<file path="config.mk">
export PLATFORM = sky130hd
export DESIGN_NAME = tba_annunciator
export DESIGN_NICKNAME = d
export VERILOG_FILES = /design/src/rtl/tba_pkg.sv /design/src/rtl/tba_annunciator.sv /design/src/rtl/tba_ms_timer.sv
export SDC_FILE = /design/constraint.sdc
export NUM_CORES = 1
export LEC_CHECK = 0
export ABC_CLOCK_PERIOD_IN_PS = 7800
export CORE_MARGIN = 2
export CORE_UTILIZATION = 30
export CTS_BUF_LIST = sky130_fd_sc_hd__clkbuf_16
export CTS_CLUSTER_DIAMETER = 100
export DETAILED_ROUTE_END_ITERATION = 6
export DONT_BUFFER_PORTS = 1
export PLACE_DENSITY = 0.48
export SLEW_MARGIN = 20
export SYNTH_ARGS = -nofsm -noshare
export SYNTH_HDL_FRONTEND = slang
export SYNTH_HIERARCHICAL = 1
export SYNTH_SLANG_ARGS = --single-unit
</file>
<file path="constraint.sdc">
create_clock -name hclk -period 7.8 [get_ports hclk]
set_clock_uncertainty 0.1 [all_clocks]
set_input_delay 0.78 -clock hclk [delete_from_list [all_inputs] [get_ports hclk]]
set_output_delay 0.78 -clock hclk [all_outputs]
set_load 0.05 [all_outputs]
</file>
<file path="src/rtl/tba_pkg.sv">
package tba_pkg;
  // Clock and base tick
  localparam int CLK_HZ       = 25_000_000;       // System clock rate
  localparam int TICK_TIME_MS = 1;                // Prescaled tick period
  localparam int TICK_CYCLES  = CLK_HZ / 1000 * TICK_TIME_MS;
  localparam int TMR_W        = 16;               // Width of ms timers

  // Durations in their own units, then in ms ticks
  localparam int WIF_TIME_S        = 30;
  localparam int WIF_MS            = WIF_TIME_S * 1000 / TICK_TIME_MS;
  localparam int LAMP_TEST_TIME_S  = 2;
  localparam int LAMP_TEST_MS      = LAMP_TEST_TIME_S * 1000 / TICK_TIME_MS;
  localparam int DUMP_ON_TIME_S    = 2;
  localparam int DUMP_ON_MS        = DUMP_ON_TIME_S * 1000 / TICK_TIME_MS;
  localparam int DUMP_OFF_TIME_MIN = 1;
  localparam int DUMP_OFF_MS       = DUMP_OFF_TIME_MIN * 60000 / TICK_TIME_MS;
  localparam int CLICK_TIME_MS     = 10;
  localparam int CLICK_MS          = CLICK_TIME_MS / TICK_TIME_MS;

  // Pulse rates in tenths of a hertz, half periods in ms ticks
  localparam int FIRE_RATE_DHZ = 20;
  localparam int FIRE_HALF_MS  = 10000 / (2 * FIRE_RATE_DHZ) / TICK_TIME_MS;
  localparam int TV_RATE_DHZ   = 10;
  localparam int TV_HALF_MS    = 10000 / (2 * TV_RATE_DHZ) / TICK_TIME_MS;

  // Air pressure hysteresis in PSI
  localparam logic [7:0] LOW_AIR_SET_PSI = 8'h3E;
  localparam logic [7:0] LOW_AIR_CLR_PSI = 8'h46;

  // Engine critical limits after reset
  localparam logic [7:0] COOL_LIMIT_RST = 8'hDC;
  localparam logic [7:0] OIL_LIMIT_RST  = 8'h0A;

  // Register byte offsets
  localparam logic [7:0] OFF_LIMITS   = 8'h00;
  localparam logic [7:0] OFF_STATUS   = 8'h04;
  localparam logic [7:0] OFF_IRQ_STAT = 8'h08;
  localparam logic [7:0] OFF_IRQ_CLR  = 8'h0C;
  localparam logic [7:0] OFF_IRQ_EN   = 8'h10;

  // Field positions
  localparam int LIM_OIL_LSB  = 0;
  localparam int LIM_COOL_LSB = 8;
  localparam int ST_BUZ_BIT   = 19;
  localparam int ST_SRC_LSB   = 20;
  localparam int ST_AIR_BIT   = 23;

  // Discrete indicator inputs
  localparam int NUM_IN     = 16;
  localparam int IN_LTURN   = 0;
  localparam int IN_RTURN   = 1;
  localparam int IN_HIBEAM  = 2;
  localparam int IN_FIRE    = 3;
  localparam int IN_DUMP    = 4;
  localparam int IN_LEVEL   = 5;
  localparam int IN_HEADLT  = 6;
  localparam int IN_WIF     = 7;
  localparam int IN_TVANT   = 8;
  localparam int IN_PARK    = 9;
  localparam int IN_LOWCOOL = 10;
  localparam int IN_HYDOIL  = 11;
  localparam int IN_ENGBRK  = 12;
  localparam int IN_DAYLT   = 13;
  localparam int IN_LOWFUEL = 14;
  localparam int IN_TRACT   = 15;
  localparam logic [15:0] HIGH_ACTIVE_MASK = 16'h007F; // Active at +12V
  localparam logic [15:0] IGN_FREE_MASK    = 16'h006F; // Work without ignition

  // Lamp outputs beyond the discrete ones
  localparam int LAMP_W       = 19;
  localparam int LAMP_LOW_AIR = 16;
  localparam int LAMP_STOP    = 17;
  localparam int LAMP_CHECK   = 18;

  // Interrupt events
  localparam int EV_W       = 5;
  localparam logic [4:0] IRQ_EN_RST = 5'h00;

  localparam logic [2:0] HSIZE_WORD = 3'h2;

  // Buzzer sources after SRC_NONE, highest priority first
  typedef enum logic [2:0] {
    SRC_NONE = 3'h0,
    SRC_FIRE = 3'h1,
    SRC_AIR  = 3'h2,
    SRC_ENG  = 3'h3,
    SRC_TV   = 3'h4,
    SRC_WIF  = 3'h5,
    SRC_DUMP = 3'h6,
    SRC_TURN = 3'h7
  } tba_src_t;

  // Suspension dump sequencer
  typedef enum logic [1:0] {
    DUMP_IDLE    = 2'h0,
    DUMP_ONWAIT  = 2'h1,
    DUMP_ON      = 2'h3,
    DUMP_OFFWAIT = 2'h2
  } tba_dump_t;
endpackage

</file>
<file path="src/rtl/tba_annunciator.sv">
`timescale 1ns/1ps
`default_nettype none
module tba_annunciator #(
  parameter int MS_CYCLES   = tba_pkg::TICK_CYCLES,  // Clock cycles per ms tick
  parameter int WIF_MS      = tba_pkg::WIF_MS,       // Filter alarm length
  parameter int DUMP_OFF_MS = tba_pkg::DUMP_OFF_MS   // Dump lamp off delay
) (
  input  wire logic                        hclk,
  input  wire logic                        hresetn,
  input  wire logic                        hsel,
  input  wire logic [31:0]                 haddr,
  input  wire logic [1:0]                  htrans,
  input  wire logic                        hwrite,
  input  wire logic [2:0]                  hsize,
  input  wire logic [31:0]                 hwdata,
  input  wire logic                        hready,
  output logic                             hreadyout,
  output logic                             hresp,
  output logic [31:0]                      hrdata,
  input  wire logic [tba_pkg::NUM_IN-1:0]  ind_pin,
  input  wire logic                        ign_pin,
  input  wire logic [7:0]                  air_front_psi,
  input  wire logic [7:0]                  air_rear_psi,
  input  wire logic                        eng_stop_cmd,
  input  wire logic                        eng_check_cmd,
  input  wire logic [7:0]                  oil_press,
  input  wire logic [7:0]                  cool_temp,
  output logic [tba_pkg::LAMP_W-1:0]       lamp,
  output logic                             buzzer,
  output logic                             irq
);
  localparam int N      = tba_pkg::NUM_IN;
  localparam int EV_W_L = tba_pkg::EV_W;  // Interrupt event count

  logic [15:0]      ms_cnt;          // Prescaler
  logic             ms_tick;         // One cycle per ms
  logic [N:0]       sync1;           // First stage, read only by sync2
  logic [N:0]       sync2;           // Synchronised ignition and inputs
  logic             ign;             // Ignition on
  logic [N-1:0]     active;          // Inputs after polarity
  logic [N-1:0]     gated;           // Inputs after ignition gating
  logic [1:0]       boot_cnt;        // Start-up sequencing
  logic             boot_go;         // Synchroniser settled, one cycle
  logic             lt_busy;         // Lamp test timer running
  logic             lamp_test;       // All lamps forced on
  logic             wif_busy;        // Filter alarm timer running
  logic             low_air;         // Low air alarm latched
  logic             eng_warn;        // Engine warning condition
  logic [7:0]       cool_lim;        // Coolant limit
  logic [7:0]       oil_lim;         // Oil pressure limit
  logic             fire_act;        // Fire alarm input active
  logic             tv_act;          // Antenna plug alarm active
  logic [15:0]      fire_cnt;        // Fire half-period counter
  logic             fire_phase;      // Fire pulse level
  logic [15:0]      tv_cnt;          // Antenna half-period counter
  logic             tv_phase;        // Antenna pulse level
  logic             turn_q;          // Previous turn lamp state
  logic             click_busy;      // Click timer running
  tba_pkg::tba_dump_t dump_st;       // Dump sequencer state
  tba_pkg::tba_dump_t next_dump_st;  // Next dump state
  logic             dump_load;       // Restart dump timer
  logic             dump_busy;       // Dump timer running
  logic             dump_lamp;       // Dump lamp and buzzer request
  tba_pkg::tba_src_t src;            // Winning buzzer source
  logic             next_buzzer;     // Buzzer level for winner
  logic [EV_W_L-1:0] lvl;            // Event levels
  logic [EV_W_L-1:0] lvl_q;          // Delayed event levels
  logic [EV_W_L-1:0] irq_stat;       // Sticky events
  logic [EV_W_L-1:0] irq_en;         // Event enables
  logic             wr_pend;         // Write data phase pending
  logic [7:0]       wr_addr;         // Write offset
  logic             addr_ok;         // Valid address phase this cycle
  logic [N-1:0]     normal;          // Discrete lamps before lamp test

  // Half-period end test shared by both pulse generators
  function automatic logic tba_half_end(input logic [15:0] cnt, input int half);
    tba_half_end = (cnt == 16'(half - 1));
  endfunction

  // Millisecond prescaler; every ms timer and pulse generator runs from this tick
  always_ff @(posedge hclk or negedge hresetn) begin
    if (!hresetn) begin
      ms_cnt <= 16'h0000;
    end else if (ms_tick) begin
      ms_cnt <= 16'h0000;
    end else begin
      ms_cnt <= ms_cnt + 16'h0001;
    end
  end
  assign ms_tick = (ms_cnt == 16'(MS_CYCLES - 1));

  // Two-stage synchroniser for every pin
  always_ff @(posedge hclk or negedge hresetn) begin
    if (!hresetn) begin
      sync1 <= '0;
      sync2 <= '0;
    end else begin
      sync1 <= {ign_pin, ind_pin};
      sync2 <= sync1;
    end
  end
  sync_delay_a: assert property (@(posedge hclk) disable iff (!hresetn)
    $past(hresetn, 2) |-> sync2 == $past({ign_pin, ind_pin}, 2))
    else $error("input synchroniser is not two stages");

  // Polarity, then ignition gating
  assign ign    = sync2[N];
  assign active = sync2[N-1:0] ~^ tba_pkg::HIGH_ACTIVE_MASK;
  assign gated  = active & (tba_pkg::IGN_FREE_MASK | {N{ign}});

  // Start-up: wait for the synchroniser before sampling the strap
  always_ff @(posedge hclk or negedge hresetn) begin
    if (!hresetn) begin
      boot_cnt <= 2'h0;
    end else if (boot_cnt != 2'h3) begin
      boot_cnt <= boot_cnt + 2'h1;
    end
  end
  assign boot_go = (boot_cnt == 2'h2);

  // Lamp test timer
  tba_ms_timer #(.W(tba_pkg::TMR_W)) u_lamp_test (
    .clk      (hclk),
    .rst_n    (hresetn),
    .tick     (ms_tick),
    .load     (boot_go),
    .load_val (tba_pkg::TMR_W'(tba_pkg::LAMP_TEST_MS)),
    .busy     (lt_busy)
  );
  assign lamp_test = (boot_cnt != 2'h3) || lt_busy;

  // Filter strap is caught once, after release, never while reset holds
  tba_ms_timer #(.W(tba_pkg::TMR_W)) u_wif (
    .clk      (hclk),
    .rst_n    (hresetn),
    .tick     (ms_tick),
    .load     (boot_go && active[tba_pkg::IN_WIF]),
    .load_val (tba_pkg::TMR_W'(WIF_MS)),
    .busy     (wif_busy)
  );

  // Low air latch with hysteresis; set beats clear
  always_ff @(posedge hclk or negedge hresetn) begin
    if (!hresetn) begin
      low_air <= 1'b0;
    end else if (air_front_psi <= tba_pkg::LOW_AIR_SET_PSI ||
                 air_rear_psi <= tba_pkg::LOW_AIR_SET_PSI) begin
      low_air <= 1'b1;
    end else if (air_front_psi >= tba_pkg::LOW_AIR_CLR_PSI &&
                 air_rear_psi >= tba_pkg::LOW_AIR_CLR_PSI) begin
      low_air <= 1'b0;
    end
  end
  air_set_a: assert property (@(posedge hclk) disable iff (!hresetn)
    (air_front_psi <= 8'h3E || air_rear_psi <= 8'h3E) |=> low_air)
    else $error("low air not raised at threshold");
  air_hold_a: assert property (@(posedge hclk) disable iff (!hresetn)
    low_air && !(air_front_psi >= 8'h46 && air_rear_psi >= 8'h46) |=> low_air)
    else $error("low air released before both systems recovered");

  // Engine warning: stop or check command with oil below its limit or coolant above its limit
  assign eng_warn = (eng_stop_cmd || eng_check_cmd) &&
                    (oil_press < oil_lim || cool_temp > cool_lim);

  // Pulse generators restart high each time their source comes on
  assign fire_act = gated[tba_pkg::IN_FIRE];
  assign tv_act   = gated[tba_pkg::IN_TVANT];
  always_ff @(posedge hclk or negedge hresetn) begin
    if (!hresetn) begin
      fire_cnt   <= 16'h0000;
      fire_phase <= 1'b1;
    end else if (!fire_act) begin
      fire_cnt   <= 16'h0000;
      fire_phase <= 1'b1;
    end else if (ms_tick) begin
      if (tba_half_end(fire_cnt, tba_pkg::FIRE_HALF_MS)) begin
        fire_cnt   <= 16'h0000;
        fire_phase <= ~fire_phase;
      end else begin
        fire_cnt <= fire_cnt + 16'h0001;
      end
    end
  end
  always_ff @(posedge hclk or negedge hresetn) begin
    if (!hresetn) begin
      tv_cnt   <= 16'h0000;
      tv_phase <= 1'b1;
    end else if (!tv_act) begin
      tv_cnt   <= 16'h0000;
      tv_phase <= 1'b1;
    end else if (ms_tick) begin
      if (tba_half_end(tv_cnt, tba_pkg::TV_HALF_MS)) begin
        tv_cnt   <= 16'h0000;
        tv_phase <= ~tv_phase;
      end else begin
        tv_cnt <= tv_cnt + 16'h0001;
      end
    end
  end
  fire_rate_a: assert property (@(posedge hclk) disable iff (!hresetn)
    fire_act && $past(fire_act) && $changed(fire_phase)
      |-> $past(fire_cnt) == 16'(tba_pkg::FIRE_HALF_MS - 1) && $past(ms_tick))
    else $error("fire pulse half period is not 250 ms");
  tv_rate_a: assert property (@(posedge hclk) disable iff (!hresetn)
    tv_act && $past(tv_act) && $changed(tv_phase)
      |-> $past(tv_cnt) == 16'(tba_pkg::TV_HALF_MS - 1) && $past(ms_tick))
    else $error("antenna pulse half period is not 500 ms");

  // Turn click when either turn lamp comes on with both previously off
  always_ff @(posedge hclk or negedge hresetn) begin
    if (!hresetn) begin
      turn_q <= 1'b0;
    end else begin
      turn_q <= gated[tba_pkg::IN_LTURN] || gated[tba_pkg::IN_RTURN];
    end
  end
  tba_ms_timer #(.W(tba_pkg::TMR_W)) u_click (
    .clk      (hclk),
    .rst_n    (hresetn),
    .tick     (ms_tick),
    .load     ((gated[tba_pkg::IN_LTURN] || gated[tba_pkg::IN_RTURN]) && !turn_q),
    .load_val (tba_pkg::TMR_W'(tba_pkg::CLICK_MS)),
    .busy     (click_busy)
  );
  click_a: assert property (@(posedge hclk) disable iff (!hresetn)
    $rose(gated[tba_pkg::IN_LTURN] || gated[tba_pkg::IN_RTURN]) |=> click_busy)
    else $error("turn indicator on without click");

  // Suspension dump: on-delay while dumped, off-delay after recovery
  always_comb begin
    next_dump_st = dump_st;
    dump_load    = 1'b0;
    unique case (dump_st)
      tba_pkg::DUMP_IDLE: begin
        if (gated[tba_pkg::IN_DUMP]) begin
          next_dump_st = tba_pkg::DUMP_ONWAIT;
          dump_load    = 1'b1;
        end
      end
      tba_pkg::DUMP_ONWAIT: begin
        if (!gated[tba_pkg::IN_DUMP]) begin
          next_dump_st = tba_pkg::DUMP_IDLE;
        end else if (!dump_busy) begin
          next_dump_st = tba_pkg::DUMP_ON;
        end
      end
      tba_pkg::DUMP_ON: begin
        if (!gated[tba_pkg::IN_DUMP]) begin
          next_dump_st = tba_pkg::DUMP_OFFWAIT;
          dump_load    = 1'b1;
        end
      end
      tba_pkg::DUMP_OFFWAIT: begin
        if (gated[tba_pkg::IN_DUMP]) begin
          next_dump_st = tba_pkg::DUMP_ON;
        end else if (!dump_busy) begin
          next_dump_st = tba_pkg::DUMP_IDLE;
        end
      end
    endcase
  end
  always_ff @(posedge hclk or negedge hresetn) begin
    if (!hresetn) begin
      dump_st <= tba_pkg::DUMP_IDLE;
    end else begin
      dump_st <= next_dump_st;
    end
  end
  tba_ms_timer #(.W(tba_pkg::TMR_W)) u_dump (
    .clk      (hclk),
    .rst_n    (hresetn),
    .tick     (ms_tick),
    .load     (dump_load),
    .load_val (dump_st == tba_pkg::DUMP_IDLE ? tba_pkg::TMR_W'(tba_pkg::DUMP_ON_MS)
                                              : tba_pkg::TMR_W'(DUMP_OFF_MS)),
    .busy     (dump_busy)
  );
  assign dump_lamp = dump_st[1];
  dump_on_a: assert property (@(posedge hclk) disable iff (!hresetn)
    dump_st == tba_pkg::DUMP_ONWAIT && dump_busy |=> !dump_lamp)
    else $error("dump lamp on before the on-delay ran out");

  // Priority: only the highest active source reaches the buzzer
  always_comb begin
    if (fire_act)                              src = tba_pkg::SRC_FIRE;
    else if (low_air)                          src = tba_pkg::SRC_AIR;
    else if (eng_warn)                         src = tba_pkg::SRC_ENG;
    else if (tv_act)                           src = tba_pkg::SRC_TV;
    else if (wif_busy)                         src = tba_pkg::SRC_WIF;
    else if (dump_lamp)                        src = tba_pkg::SRC_DUMP;
    else if (click_busy)                       src = tba_pkg::SRC_TURN;
    else                                       src = tba_pkg::SRC_NONE;
  end
  always_comb begin
    unique case (src)
      tba_pkg::SRC_FIRE: next_buzzer = fire_phase;
      tba_pkg::SRC_TV:   next_buzzer = tv_phase;
      tba_pkg::SRC_NONE: next_buzzer = 1'b0;
      default:           next_buzzer = 1'b1;
    endcase
  end
  always_ff @(posedge hclk or negedge hresetn) begin
    if (!hresetn) begin
      buzzer <= 1'b0;
    end else begin
      buzzer <= next_buzzer;
    end
  end
  prio_fire_a: assert property (@(posedge hclk) disable iff (!hresetn)
    fire_act |=> buzzer == $past(fire_phase))
    else $error("fire alarm did not own the buzzer");
  eng_cont_a: assert property (@(posedge hclk) disable iff (!hresetn)
    (eng_warn && !fire_act && !low_air)[*2] |-> buzzer)
    else $error("engine warning buzzer not continuous");
  wif_buz_a: assert property (@(posedge hclk) disable iff (!hresetn)
    wif_busy && src == tba_pkg::SRC_WIF |=> buzzer)
    else $error("filter alarm not sounding");
  turn_low_a: assert property (@(posedge hclk) disable iff (!hresetn)
    click_busy && tv_act && !fire_act && !low_air && !eng_warn
      |=> buzzer == $past(tv_phase))
    else $error("lower source overrode antenna pattern");

  // Lamp drive; lamp test forces everything on
  always_comb begin
    normal                   = gated;
    normal[tba_pkg::IN_DUMP] = dump_lamp;
  end
  always_ff @(posedge hclk or negedge hresetn) begin
    if (!hresetn) begin
      lamp <= '1;
    end else if (lamp_test) begin
      lamp <= '1;
    end else begin
      lamp <= {eng_check_cmd, eng_stop_cmd, low_air, normal};
    end
  end
  lamp_test_a: assert property (@(posedge hclk) disable iff (!hresetn)
    lamp_test |=> lamp == '1)
    else $error("lamp test did not light every lamp");
  ign_off_a: assert property (@(posedge hclk) disable iff (!hresetn)
    !ign && !lamp_test && !dump_lamp
      |=> (lamp[N-1:0] & ~tba_pkg::IGN_FREE_MASK) == '0)
    else $error("ignition-dependent lamp lit with ignition off");

  // Interrupt events on rising levels; set wins over clear
  assign lvl = {~lamp_test, dump_lamp, eng_warn, fire_act, low_air};
  always_ff @(posedge hclk or negedge hresetn) begin
    if (!hresetn) begin
      lvl_q    <= '0;
      irq_stat <= '0;
      irq      <= 1'b0;
    end else begin
      lvl_q    <= lvl;
      irq_stat <= (irq_stat & ~((wr_pend && wr_addr == tba_pkg::OFF_IRQ_CLR) ?
                  hwdata[EV_W_L-1:0] : '0)) | (lvl & ~lvl_q);
      irq      <= |(irq_stat & irq_en);
    end
  end

  // Bus slave: zero wait states, always OKAY
  assign hreadyout = 1'b1;
  assign hresp     = 1'b0;
  assign addr_ok   = hsel && htrans[1] && hready && hsize == tba_pkg::HSIZE_WORD;
  always_ff @(posedge hclk or negedge hresetn) begin
    if (!hresetn) begin
      wr_pend <= 1'b0;
      wr_addr <= 8'h00;
    end else begin
      wr_pend <= addr_ok && hwrite;
      wr_addr <= haddr[7:0];
    end
  end

  // Writable registers, updated in the data phase
  always_ff @(posedge hclk or negedge hresetn) begin
    if (!hresetn) begin
      cool_lim <= tba_pkg::COOL_LIMIT_RST;
      oil_lim  <= tba_pkg::OIL_LIMIT_RST;
      irq_en   <= tba_pkg::IRQ_EN_RST;
    end else if (wr_pend && wr_addr == tba_pkg::OFF_LIMITS) begin
      cool_lim <= hwdata[tba_pkg::LIM_COOL_LSB +: 8];
      oil_lim  <= hwdata[tba_pkg::LIM_OIL_LSB +: 8];
    end else if (wr_pend && wr_addr == tba_pkg::OFF_IRQ_EN) begin
      irq_en <= hwdata[EV_W_L-1:0];
    end
  end
  limits_wr_a: assert property (@(posedge hclk) disable iff (!hresetn)
    $changed({cool_lim, oil_lim}) |-> $past(wr_pend && wr_addr == tba_pkg::OFF_LIMITS))
    else $error("limits changed without a register write");

  // Read data registered in the address phase; unmapped reads zero
  always_ff @(posedge hclk or negedge hresetn) begin
    if (!hresetn) begin
      hrdata <= 32'h0000_0000;
    end else if (addr_ok && !hwrite) begin
      hrdata <= 32'h0000_0000;
      unique case (haddr[7:0])
        tba_pkg::OFF_LIMITS:   hrdata[15:0]   <= {cool_lim, oil_lim};
        tba_pkg::OFF_STATUS:   hrdata[23:0]   <= {low_air, src, buzzer, lamp};
        tba_pkg::OFF_IRQ_STAT: hrdata[EV_W_L-1:0] <= irq_stat;
        tba_pkg::OFF_IRQ_EN:   hrdata[EV_W_L-1:0] <= irq_en;
        default:               hrdata <= 32'h0000_0000;
      endcase
    end
  end
endmodule
`default_nettype wire

</file>
<file path="src/rtl/tba_ms_timer.sv">
`timescale 1ns/1ps
`default_nettype none
// Down counter in ms ticks; busy while nonzero
module tba_ms_timer #(
  parameter int W = 16
) (
  input  wire logic         clk,
  input  wire logic         rst_n,
  input  wire logic         tick,
  input  wire logic         load,
  input  wire logic [W-1:0] load_val,
  output logic              busy
);
  logic [W-1:0] count;  // Remaining ticks

  // Load wins over counting so a retrigger restarts the interval
  always_ff @(posedge clk or negedge rst_n) begin
    if (!rst_n) begin
      count <= '0;
    end else if (load) begin
      count <= load_val;
    end else if (tick && count != '0) begin
      count <= count - W'(1);
    end
  end

  assign busy = (count != '0);
endmodule
`default_nettype wire

</file>
==> flow_metrics.tcl, run 1 <==
set metrics [dict create \
    clock_sinks 239 \
    finalHoldViolations 0 \
    dr.pass1.iters 7 \
    drive_gt1_share_pct 10.04 \
    drv_slew 0 \
    critPathMaxStageDelay_ns 0.51 \
    grt_pass1_vias 8736 \
    cts_tree "yes" \
    clockBufferDepth 3 \
    die_w_um 203.4 \
    ys_seq_area_share_pct 50.45 \
    drt_iter0_markers 546 \
    drt-wirelength-per-cell_um 16.72 \
    initial_utilization_pct 30.22 \
    routed_wirelength_mm 29.93 \
    setup_viol 0 \
    max_cap_violations 0 \
    rr_worst_depth 8 \
    path_clk_slew_ns 0.06 \
    track_usage_pct 14.46 \
    status "finished with violations" \
    grt_max_degree 212 \
    path_cells "nor4b_4, nand4_4, inv_2, buf_4, or3b_1, or3_1, or4b_1, a31oi_1" \
    rsz0062_at_grt "no" \
    areaGrowthSynthToFinish_pct 13.15 \
    fin_setup_tns_ns 0 \
    rrSetupSlack_ns 4.26 \
    grt_pass1_wl_mm 48.42 \
    synth_area_um2 11920 \
    cts-root-buf "clkbuf_16" \
    cp_slowest_cell "buf_4" \
    clock_latency_ns 0.54 \
    p_leak_nw 5.432 \
    netlist_instances 1197 \
    ant_nets 0 \
    yosysWarningCount 6 \
    startpoint "ms_cnt[12]" \
    worst_ep_required_time_ns 8.14 \
    synth_edf_count 0 \
    worstSetupPathType "flop to flop" \
    row_count 73 \
    path_max_fanout 49 \
    finalCritPeriodShare_pct 45.38 \
    start_kind "flop" \
    vias 9025 \
    coreArea_um2 39460 \
    slew_headroom_pct 32.72 \
    r2r_start "ms_cnt[12]" \
    drc 1 \
    die-area_um2 41360 \
    tightest_slew_ns 1.005 \
    numCtsBuffers 28 \
    synth_async_sr_flop_share_pct 100.0 \
    grt-ovfl-total 0 \
    die_h_um 203.4 \
    cp-end-kind "flop" \
    violations "design-rule violations" \
    drt-vias-per-instance 5.042 \
    synth_flop_cell "dfrtp_1" \
    synth.avg_cell_area_um2 9.962 \
    finalNetCount 1397 \
    fmax_ghz 0.2825 \
    final_util_pct 34.19 \
    io_pins 180 \
    period_minus_slack_ns 3.540 \
    cellPowerDensity_nw_per_um2 217.0 \
    arrival_ns 3.88 \
    post_cts_buffers 0 \
    ir_drop_mv 0.1477 \
    htreeDepth 1 \
    holdCritPathClass "input port to async pin" \
    antenna_found_initial 1 \
    hpwl_mm 20.04 \
    ys_ff_latch 239 \
    synthDistinctLibCells 88 \
    numPortBuffers 0 \
    place_congestion 0.7916 \
    n_antenna_cell 0 \
]
power breakdown:
group	switching (mW)	internal (mW)	total (mW)
Combinational	0.168	0.107	0.275
Sequential	0.0868	1.32	1.41
Clock	0.525	0.719	1.24
Total	0.780	2.15	2.93
state kept, by name, summed over array words and instances (netlist names), 2 cells and up:
| signal | flops |
|---|---|
| hrdata | 24 |
| lamp | 19 |
| sync1 | 17 |
| sync2 | 17 |
| fire_cnt | 16 |
| ms_cnt | 16 |
| tv_cnt | 16 |
| u_click/count | 16 |
| u_dump/count | 16 |
| u_lamp_test/count | 16 |
| u_wif/count | 16 |
| cool_lim | 8 |
| oil_lim | 8 |
| wr_addr | 8 |
| irq_en | 5 |
| irq_stat | 5 |
| lvl_q | 5 |
| boot_cnt | 2 |
| dump_st | 2 |
area by class of cell:
cell class / count / area, µm²
Inverter: 49 / 183.9
Timing Repair Buffer: 7 / 105.1
Clock buffer: 28 / 700.7
Clock inverter: 24 / 175.2
Fill cell: 4068 / 25970
Multi-Input combinational cell: 918 / 5654
Sequential cell: 239 / 6016
Tap cell: 525 / 656.9
cells in the mapped netlist, drive strengths merged (11+ instances only):
cell	count	area share, %
o21ai	128	5.4
nand3	42	1.8
nand4	19	1.2
nor2	109	3.6
o211ai	16	1.1
or2	11	0.58
a21oi	30	1.3
clkbuf	29	1.1
ha	29	3.0
dfrtp	211	44
o31ai	21	1.3
dfstp	28	6.2
nor3	34	1.6
nand2	107	3.4
or4	34	2.2
buf	23	1.4
xor2	12	0.88
or3	17	1.0
a22oi	16	1.0
a31oi	35	1.8
nand2b	20	1.0
inv	45	1.4
and3	21	1.1
nor4	12	0.86
what timing repair did:
item	4_1_cts	5_1_grt
resized for setup	0	0
hold buffers	2	0
hold endpoints to repair	211	0
cell families (layout without fill, tap and decap cells):
kind of cell	count (synthesis)	count (layout)	share of synthesized area, %
multiplexers	12	12	1.102
adder cells (fa/ha/maj)	29	29	3.043
XOR/XNOR	20	20	1.469
flip-flops	239	239	50.45
other	2	65	0.06298
AND/OR/NAND/NOR	479	479	22.42
AO/OA/AOI/OAI	313	313	17.29
buffers and inverters	103	108	4.155
final timing paths:
| kind | endpoint |
|---|---|
| max | u_dump/count[13] |
| min | u_dump/count[3] |
| max reg2reg | u_dump/count[13] |
| min reg2reg | sync2[1] |
| max in group asynchronous | sync2[8] |
| min in group hclk | sync1[7] |
routing by layer:
layer / up-vias / wire [µm] / track usage (%)
li1: 4437 / - / -
met1: 4385 / 13890 / 20.21
met2: 173 / 14010 / 23.26
met3: 30 / 1534 / 2.493
met4: 0 / 506 / 3.597
met5: - / 0 / 0
worst max-delay path: cells and delay by family (launching register included):
kind	cells	cell delay, ns
buffers and inverters	2	0.62
flip-flops	1	0.44
AO/OA/AOI/OAI	1	0.17
AND/OR/NAND/NOR	5	2.09
placed cells by master, fill, tap and decap left out, types with 28 or more instances in the layout:
master	n
dfstp_2	28
or4_1	31
inv_1	54
ha_1	29
a31oi_1	35
clkbuf_16	28
nand3_1	41
a21oi_1	30
dfrtp_1	211
o21ai_0	119
nand2_1	107
nor2_1	105
nor3_1	31
conb_1	65
through the flow:
| step | cells | cell area, µm² | total power [mW] | worst slack, ns | hold slack, ns |
|---|---|---|---|---|---|
| 2_1_floorplan | 1260 | 12160 | 1.614 | 4.839 | 0.2312 |
| 3_3_place_gp | 1735 | 12540 | 1.670 | 4.229 | 0.2329 |
| 3_5_place_dp | 1735 | 12540 | 1.675 | 4.173 | 0.2347 |
| 4_1_cts | 1789 | 13460 | 2.979 | 4.149 | 0.1283 |
| 5_1_grt | 1790 | 13490 | 3.086 | 3.783 | 0.08776 |
| 6_report | 1790 | 13490 | 2.928 | 4.260 | 0.05252 |
Power figures use the tool's default switching activity.
==> inputs of run 2 (changes only) <==
ABC_AREA = 1   (was default)
ABC_CLOCK_PERIOD_IN_PS = 3200   (was 7800)
PLACE_DENSITY = 0.49   (was 0.48)
clock period = 3.2 ns   (was 7.8 ns; I/O delays follow)
==> run 2 against run 1 <==
  * The run ends with negative hold slack left
  * Global-route usage up 0.15 points
  * Via count up 15%
  * Flip-flop and latch count unchanged
  * Core utilization up 1.1 points
  * Clock power rose to 2.7 times the previous value
  * Total power rose to 2.8 times the previous value
  * Sequential power up 150%
  * Synthesized area up 8.3%
  * Routed wire length up 6.3%
  * Hold slack worse by 0.69 ns
  * Die area up 8.1%
  * Combinational power rose to 4.8 times the previous value
  * Highest routed layer unchanged
==> flow_metrics.tcl, run 2 <==
set metrics [dict create \
    numPortBuffers 0 \
    worstSetupPathType "input port to flop" \
    largest_reg_flops 24 \
    drt-wirelength-per-cell_um 14.01 \
    arrival_ns 2.91 \
    clock_sinks 239 \
    cts-root-buf "clkbuf_16" \
    maxUsedRoutingLayer "met4" \
    clock_latency_ns 0.56 \
    path_clk_slew_ns 0.06 \
    largest_register "hrdata" \
    synth_flop_cell "dfrtp_1" \
    initial_utilization_pct 30.17 \
    synth_top_cells_by_area "dfrtp_1 41%, nand2_1 13%, dfstp_2 5.7%, nand3_1 5.3%, inv_1 4.4%" \
    fmax_ghz 0.3954 \
    slew_headroom_pct 60.09 \
    hold_slack_ns -0.6341 \
    dr_wl_met2_mm 14.56 \
    die_h_um 211.5 \
    layout_commonest_cell "nand2_1" \
    fin_cells 2271 \
    violations "negative hold slack" \
    p_leak_nw 7.055 \
    start_kind "input port" \
    row_count 76 \
    die_w_um 211.5 \
    holdCritPathClass "input port to async pin" \
    antenna_found_initial 1 \
    coreArea_um2 42790 \
    synth.most_common_cell "nand2_1" \
    die-area_um2 44710 \
    grt_pass1_vias 10190 \
    synthTopCellsByCount "432 x nand2_1, 211 x dfrtp_1, 153 x inv_1" \
    grt_max_degree 240 \
    reg.largest.list "hrdata: 24 flops, lamp: 19 flops" \
    finalCritPeriodShare_pct 79.04 \
    synth_async_sr_flop_share_pct 100.0 \
    hpwl_mm 22.42 \
    finalHoldViolations 240 \
    synth_edf_count 0 \
    routed_wirelength_mm 31.83 \
    dp_slack_ns 0.7492 \
    setup_viol 0 \
    wl_met1_mm 14.85 \
    setup_ws_ns 0.6709 \
    cts_tree "yes" \
    yosysWarningCount 6 \
    layout_common_cells "432 x nand2_1, 211 x dfrtp_1, 157 x inv_1" \
    drt-vias-per-instance 4.583 \
    cts_hold_buf 49 \
    place_congestion 0.8399 \
    grt-ovfl-total 0 \
    netlist_instances 1589 \
    synth_area_leader_cell "dfrtp_1" \
    ys_seq_area_share_pct 46.59 \
    status "finished with violations" \
    r2r_start "dump_st[1]" \
    rsz0062_at_grt "no" \
    path_max_fanout 36 \
    ys_ff_latch 239 \
    grt_pass1_wl_mm 53.39 \
    drv_slew 0 \
    io_pins 180 \
    synth.avg_cell_area_um2 8.125 \
    cp-end-kind "flop" \
    ir_drop_mv 0.3513 \
    synth_area_um2 12910 \
    rr_worst_depth 9 \
    htreeDepth 1 \
    met3_length_mm 1.618 \
    tightest_slew_ns 0.5978 \
    period_minus_slack_ns 2.529 \
    dr.pass1.iters 5 \
    numCtsBuffers 28 \
    drive_gt1_share_pct 12.99 \
    vias 10410 \
    dpl.cell_count 2169 \
    track_usage_pct 14.61 \
    drt_iter0_markers 633 \
    drc 0 \
    ant_nets 0 \
    worst_ep_required_time_ns 3.58 \
    finalNetCount 1856 \
    rrSetupSlack_ns 0.79 \
    synthDistinctLibCells 60 \
    max_cap_violations 0 \
    clockBufferDepth 3 \
    areaGrowthSynthToFinish_pct 17.05 \
    cellPowerDensity_nw_per_um2 544.0 \
    synth_top_area_share_pct 40.90 \
    r2r_end "u_dump/count[10]" \
    fin_setup_tns_ns 0 \
]
-- run 2: changes by cell type in the layout (fill, tap and decap cells not counted), moves of 22 or more --
cell,previous run,this run
nor2_1,105,146
nand2_2,0,33
or4_1,31,1
nand2_1,107,432
inv_1,54,157
nand3_1,41,136
o21ai_0,119,75
dlygate4sd3_1,0,49
xor2_1,12,34
nand3_2,1,23
a31oi_1,35,2
-- run 2: worst max path at each step --
stage / cells after the start / end / startpoint
after global placement: 9 / u_dump/count[12] / ms_cnt[0]
final: 8 / hrdata[21] / hsel
after floorplan: 9 / u_dump/count[12] / dump_st[1]
after CTS: 8 / hrdata[21] / hsel
after detailed placement: 9 / u_click/count[12] / ms_cnt[0]
after global routing: 8 / hrdata[21] / hsel
-- run 2: final cells by class --
cell class / count / area, µm²
diodes: 1 / 2.502
clock buffers: 28 / 700.7
clock inverters: 24 / 282.8
fillers: 4434 / 27680
inverters: 178 / 679.4
multi-input cells: 1194 / 6167
flip-flops and latches: 239 / 6016
well taps: 546 / 683.2
repair buffers: 61 / 580.6
-- run 2: cells by family (layout without fill, tap and decap cells) --
group / count (synthesis) / in the layout / synth area share (%)
adder cells (fa/ha/maj): 29 / 29 / 2.810
flip-flops: 239 / 239 / 46.59
other: 2 / 66 / 0.05817
AO/OA/AOI/OAI: 165 / 165 / 7.501
buffers and inverters: 219 / 291 / 7.472
AND/OR/NAND/NOR: 892 / 892 / 32.65
XOR/XNOR: 43 / 43 / 2.917
-- run 2: where the power goes --
| part | internal [mW] | switching, mW |
|---|---|---|
| logic | 0.494 | 0.831 |
| clock network | 2.08 | 1.31 |
| registers | 3.26 | 0.247 |
-- run 2: repair_timing --
item | 4_1_cts | 5_1_grt
endpoints found under the hold margin | 299 | 239
resized for setup | 0 | 0
buffers inserted | 0 | 0
-- run 2: through the flow --
| step | power [mW] | utilization (%) | hold WS, ns | area, µm² |
|---|---|---|---|---|
| after floorplan | 4.554 | - | -0.07559 | 13150 |
| after detailed placement | 4.829 | 31.87 | -0.06892 | 13640 |
| after CTS | 8.349 | 35.31 | -0.6723 | 15110 |
| final | 8.220 | 35.32 | -0.6341 | 15110 |
| after global placement | 4.801 | 31.87 | -0.06795 | 13640 |
| after global routing | 8.704 | 35.31 | -0.6646 | 15110 |
-- run 2: worst max-delay path, stage by stage --
cell	delay, ns
dlygate4sd3_1	0.53
nand4_1	0.12
dlygate4sd3_1	0.62
nor2_2	0.22
inv_2	0.30
nor2_4	0.50
inv_1	0.13
o21ai_0	0.17
-- run 2: metal layers --
layer  GRT usage, %  vias to the layer above
met4          4.492                        0
met2          24.32                      202
met5              0                        -
met1          19.55                     4852
li1               -                     5309
met3          2.240                       46
==> inputs of run 3 (changes only) <==
ABC_CLOCK_PERIOD_IN_PS = 2270   (was 3200)
clock period = 2.27 ns   (was 3.2 ns; I/O delays follow)
==> run 3 against run 2 <==
  * The flow still finishes with violations (negative hold slack)
  * Hold slack worse by 0.084 ns
  * Core utilization increased by 0.56 points
  * Final area up 1.6%
  * Combinational power is 49% higher
==> flow_metrics.tcl, run 3 (synthesized netlist as in run 2, its figures left out) <==
set metrics [dict create \
    vias 10350 \
    die_h_um 211.5 \
    htreeDepth 1 \
    cts_tree "yes" \
    antenna_found_initial 2 \
    grt_pass1_wl_mm 52.78 \
    place_congestion 0.8259 \
    fin_setup_tns_ns 0 \
    tightest_slew_ns 0.6207 \
    fin_cells 2296 \
    cellPowerDensity_nw_per_um2 758.7 \
    finalNetCount 1881 \
    ir_drop_mv 0.5566 \
    path_clk_slew_ns 0.06 \
    final-seq-area_um2 6016 \
    die-area_um2 44710 \
    arrival_ns 2.49 \
    p_int_mw 8.288 \
    fmax_ghz 0.4726 \
    numPortBuffers 0 \
    drt-vias-per-instance 4.510 \
    hpwl_mm 22.82 \
    row_count 76 \
    dpl_cell_area_um2 13780 \
    start_kind "flop" \
    path_max_fanout 5 \
    clock_latency_ns 0.56 \
    sw_frac_of_total_pct 28.83 \
    areaGrowthSynthToFinish_pct 18.89 \
    max_cap_violations 0 \
    worstSetupPathType "flop to flop" \
    dr.pass1.iters 5 \
    period_minus_slack_ns 2.116 \
    nFillCells 4358 \
    grt_pass1_vias 10190 \
    drc 0 \
    holdCritPathClass "input port to async pin" \
    dp_slack_ns 0.06329 \
    final_util_pct 35.87 \
    status "finished with violations" \
    violations "negative hold slack" \
    cp-end-kind "flop" \
    power_frac_seq_pct 42.4 \
    clockBufferDepth 3 \
    multi_input_area_um2 6192 \
    finalCritPeriodShare_pct 93.21 \
    dpl.cell_count 2187 \
    ant_nets 0 \
    io_pins 180 \
    initial_utilization_pct 30.17 \
    p_leak_nw 7.173 \
    track_usage_pct 14.39 \
    setup_viol 0 \
    drt-wirelength-per-cell_um 13.93 \
    largest_reg_flops 24 \
    combPwrFrac_pct 16.9 \
    setup_ws_ns 0.1541 \
    routed_wirelength_mm 31.97 \
    reg.largest.list "hrdata: 24 flops, lamp: 19 flops" \
    slew_headroom_pct 58.62 \
    cts-root-buf "clkbuf_16" \
    layout_commonest_cell "nand2_1" \
    power_switching_mw 3.358 \
    rsz0062_at_grt "yes" \
    finalHoldViolations 239 \
    drt_iter0_markers 554 \
    hold_slack_ns -0.7177 \
    finalPower_mw 11.65 \
    drv_slew 0 \
    layout_common_cells "431 x nand2_1, 211 x dfrtp_1, 156 x inv_1" \
    largest_register "hrdata" \
    clock_sinks 239 \
    drive_gt1_share_pct 14.30 \
    numCtsBuffers 28 \
    cts_hold_buf 55 \
    grt_max_degree 240 \
    grt-ovfl-total 0 \
    worst_ep_required_time_ns 2.64 \
    coreArea_um2 42790 \
    die_w_um 211.5 \
    design_area_um2 15350 \
    clkPwrFrac_pct 40.7 \
]
-- run 3: changes by cell type in the layout (fill, tap and decap cells not counted), moves of 2 or more --
cell / previous run / this run
clkinv_1: 5 / 2
nor2_1: 146 / 144
buf_4: 12 / 29
inv_2: 21 / 24
dlygate4sd3_1: 49 / 55
-- run 3: metal layers --
metal | track usage [%] | vias to the layer above | routed length (µm)
met5 | 0 | - | 0
met4 | 3.303 | 0 | 439
met3 | 2.477 | 34 | 1643
met2 | 24.68 | 174 | 14900
met1 | 18.90 | 4804 | 14990
li1 | - | 5342 | -
-- run 3: timing repair --
item,4_1_cts,5_1_grt
setup endpoints to repair,0,28
setup buffers,0,1
resized for setup,0,12
hold endpoints to repair,300,239
-- run 3: area by class of cell --
| class | instances | area share (%) |
|---|---|---|
| Multi-Input combinational cell | 1194 | 40.34 |
| Sequential cell | 239 | 39.19 |
| Timing Repair Buffer | 86 | 5.209 |
| Clock buffer | 28 | 4.565 |
| Tap cell | 546 | 4.451 |
| Inverter | 178 | 4.434 |
| Clock inverter | 23 | 1.777 |
| Antenna cell | 2 | 0.03261 |
-- run 3: path summary, 6_finish.rpt --
check                      depth (start not counted)  slack [ns]    endpoint            from
setup reg to reg                                  14        0.15      buzzer  u_wif/count[0]
setup / recovery                                  14        0.15      buzzer  u_wif/count[0]
hold / removal                                     0       -0.72  ms_cnt[12]         hresetn
max in group asynchronous                          0        2.25  ms_cnt[10]         hresetn
min in group hclk                                  6        0.02   hrdata[0]        haddr[4]
hold reg to reg                                    0        0.24   sync2[12]       sync1[12]
-- run 3: power groups by stage --
stage	clock, mW	combinational (mW)	sequential, mW
floorplan	0	1.51	4.91
global route	5.07	2.26	4.98
detailed placement	0	1.87	5.00
finish	4.74	1.97	4.94
global placement	0	1.84	5.00
CTS	4.89	1.96	4.93
-- run 3: worst max-delay path: stages, from the launching register on --
cell and delay (ns):
dfrtp_1 0.38, inv_2 0.09, ha_1 0.21, nand2_2 0.13, nor2_2 0.13, nand3_1 0.10, inv_1 0.06, nand3_1 0.18
o31ai_1 0.31, inv_1 0.06, nand2_1 0.06, nand2_1 0.06, nand2_1 0.06, inv_1 0.04, nand2_1 0.06
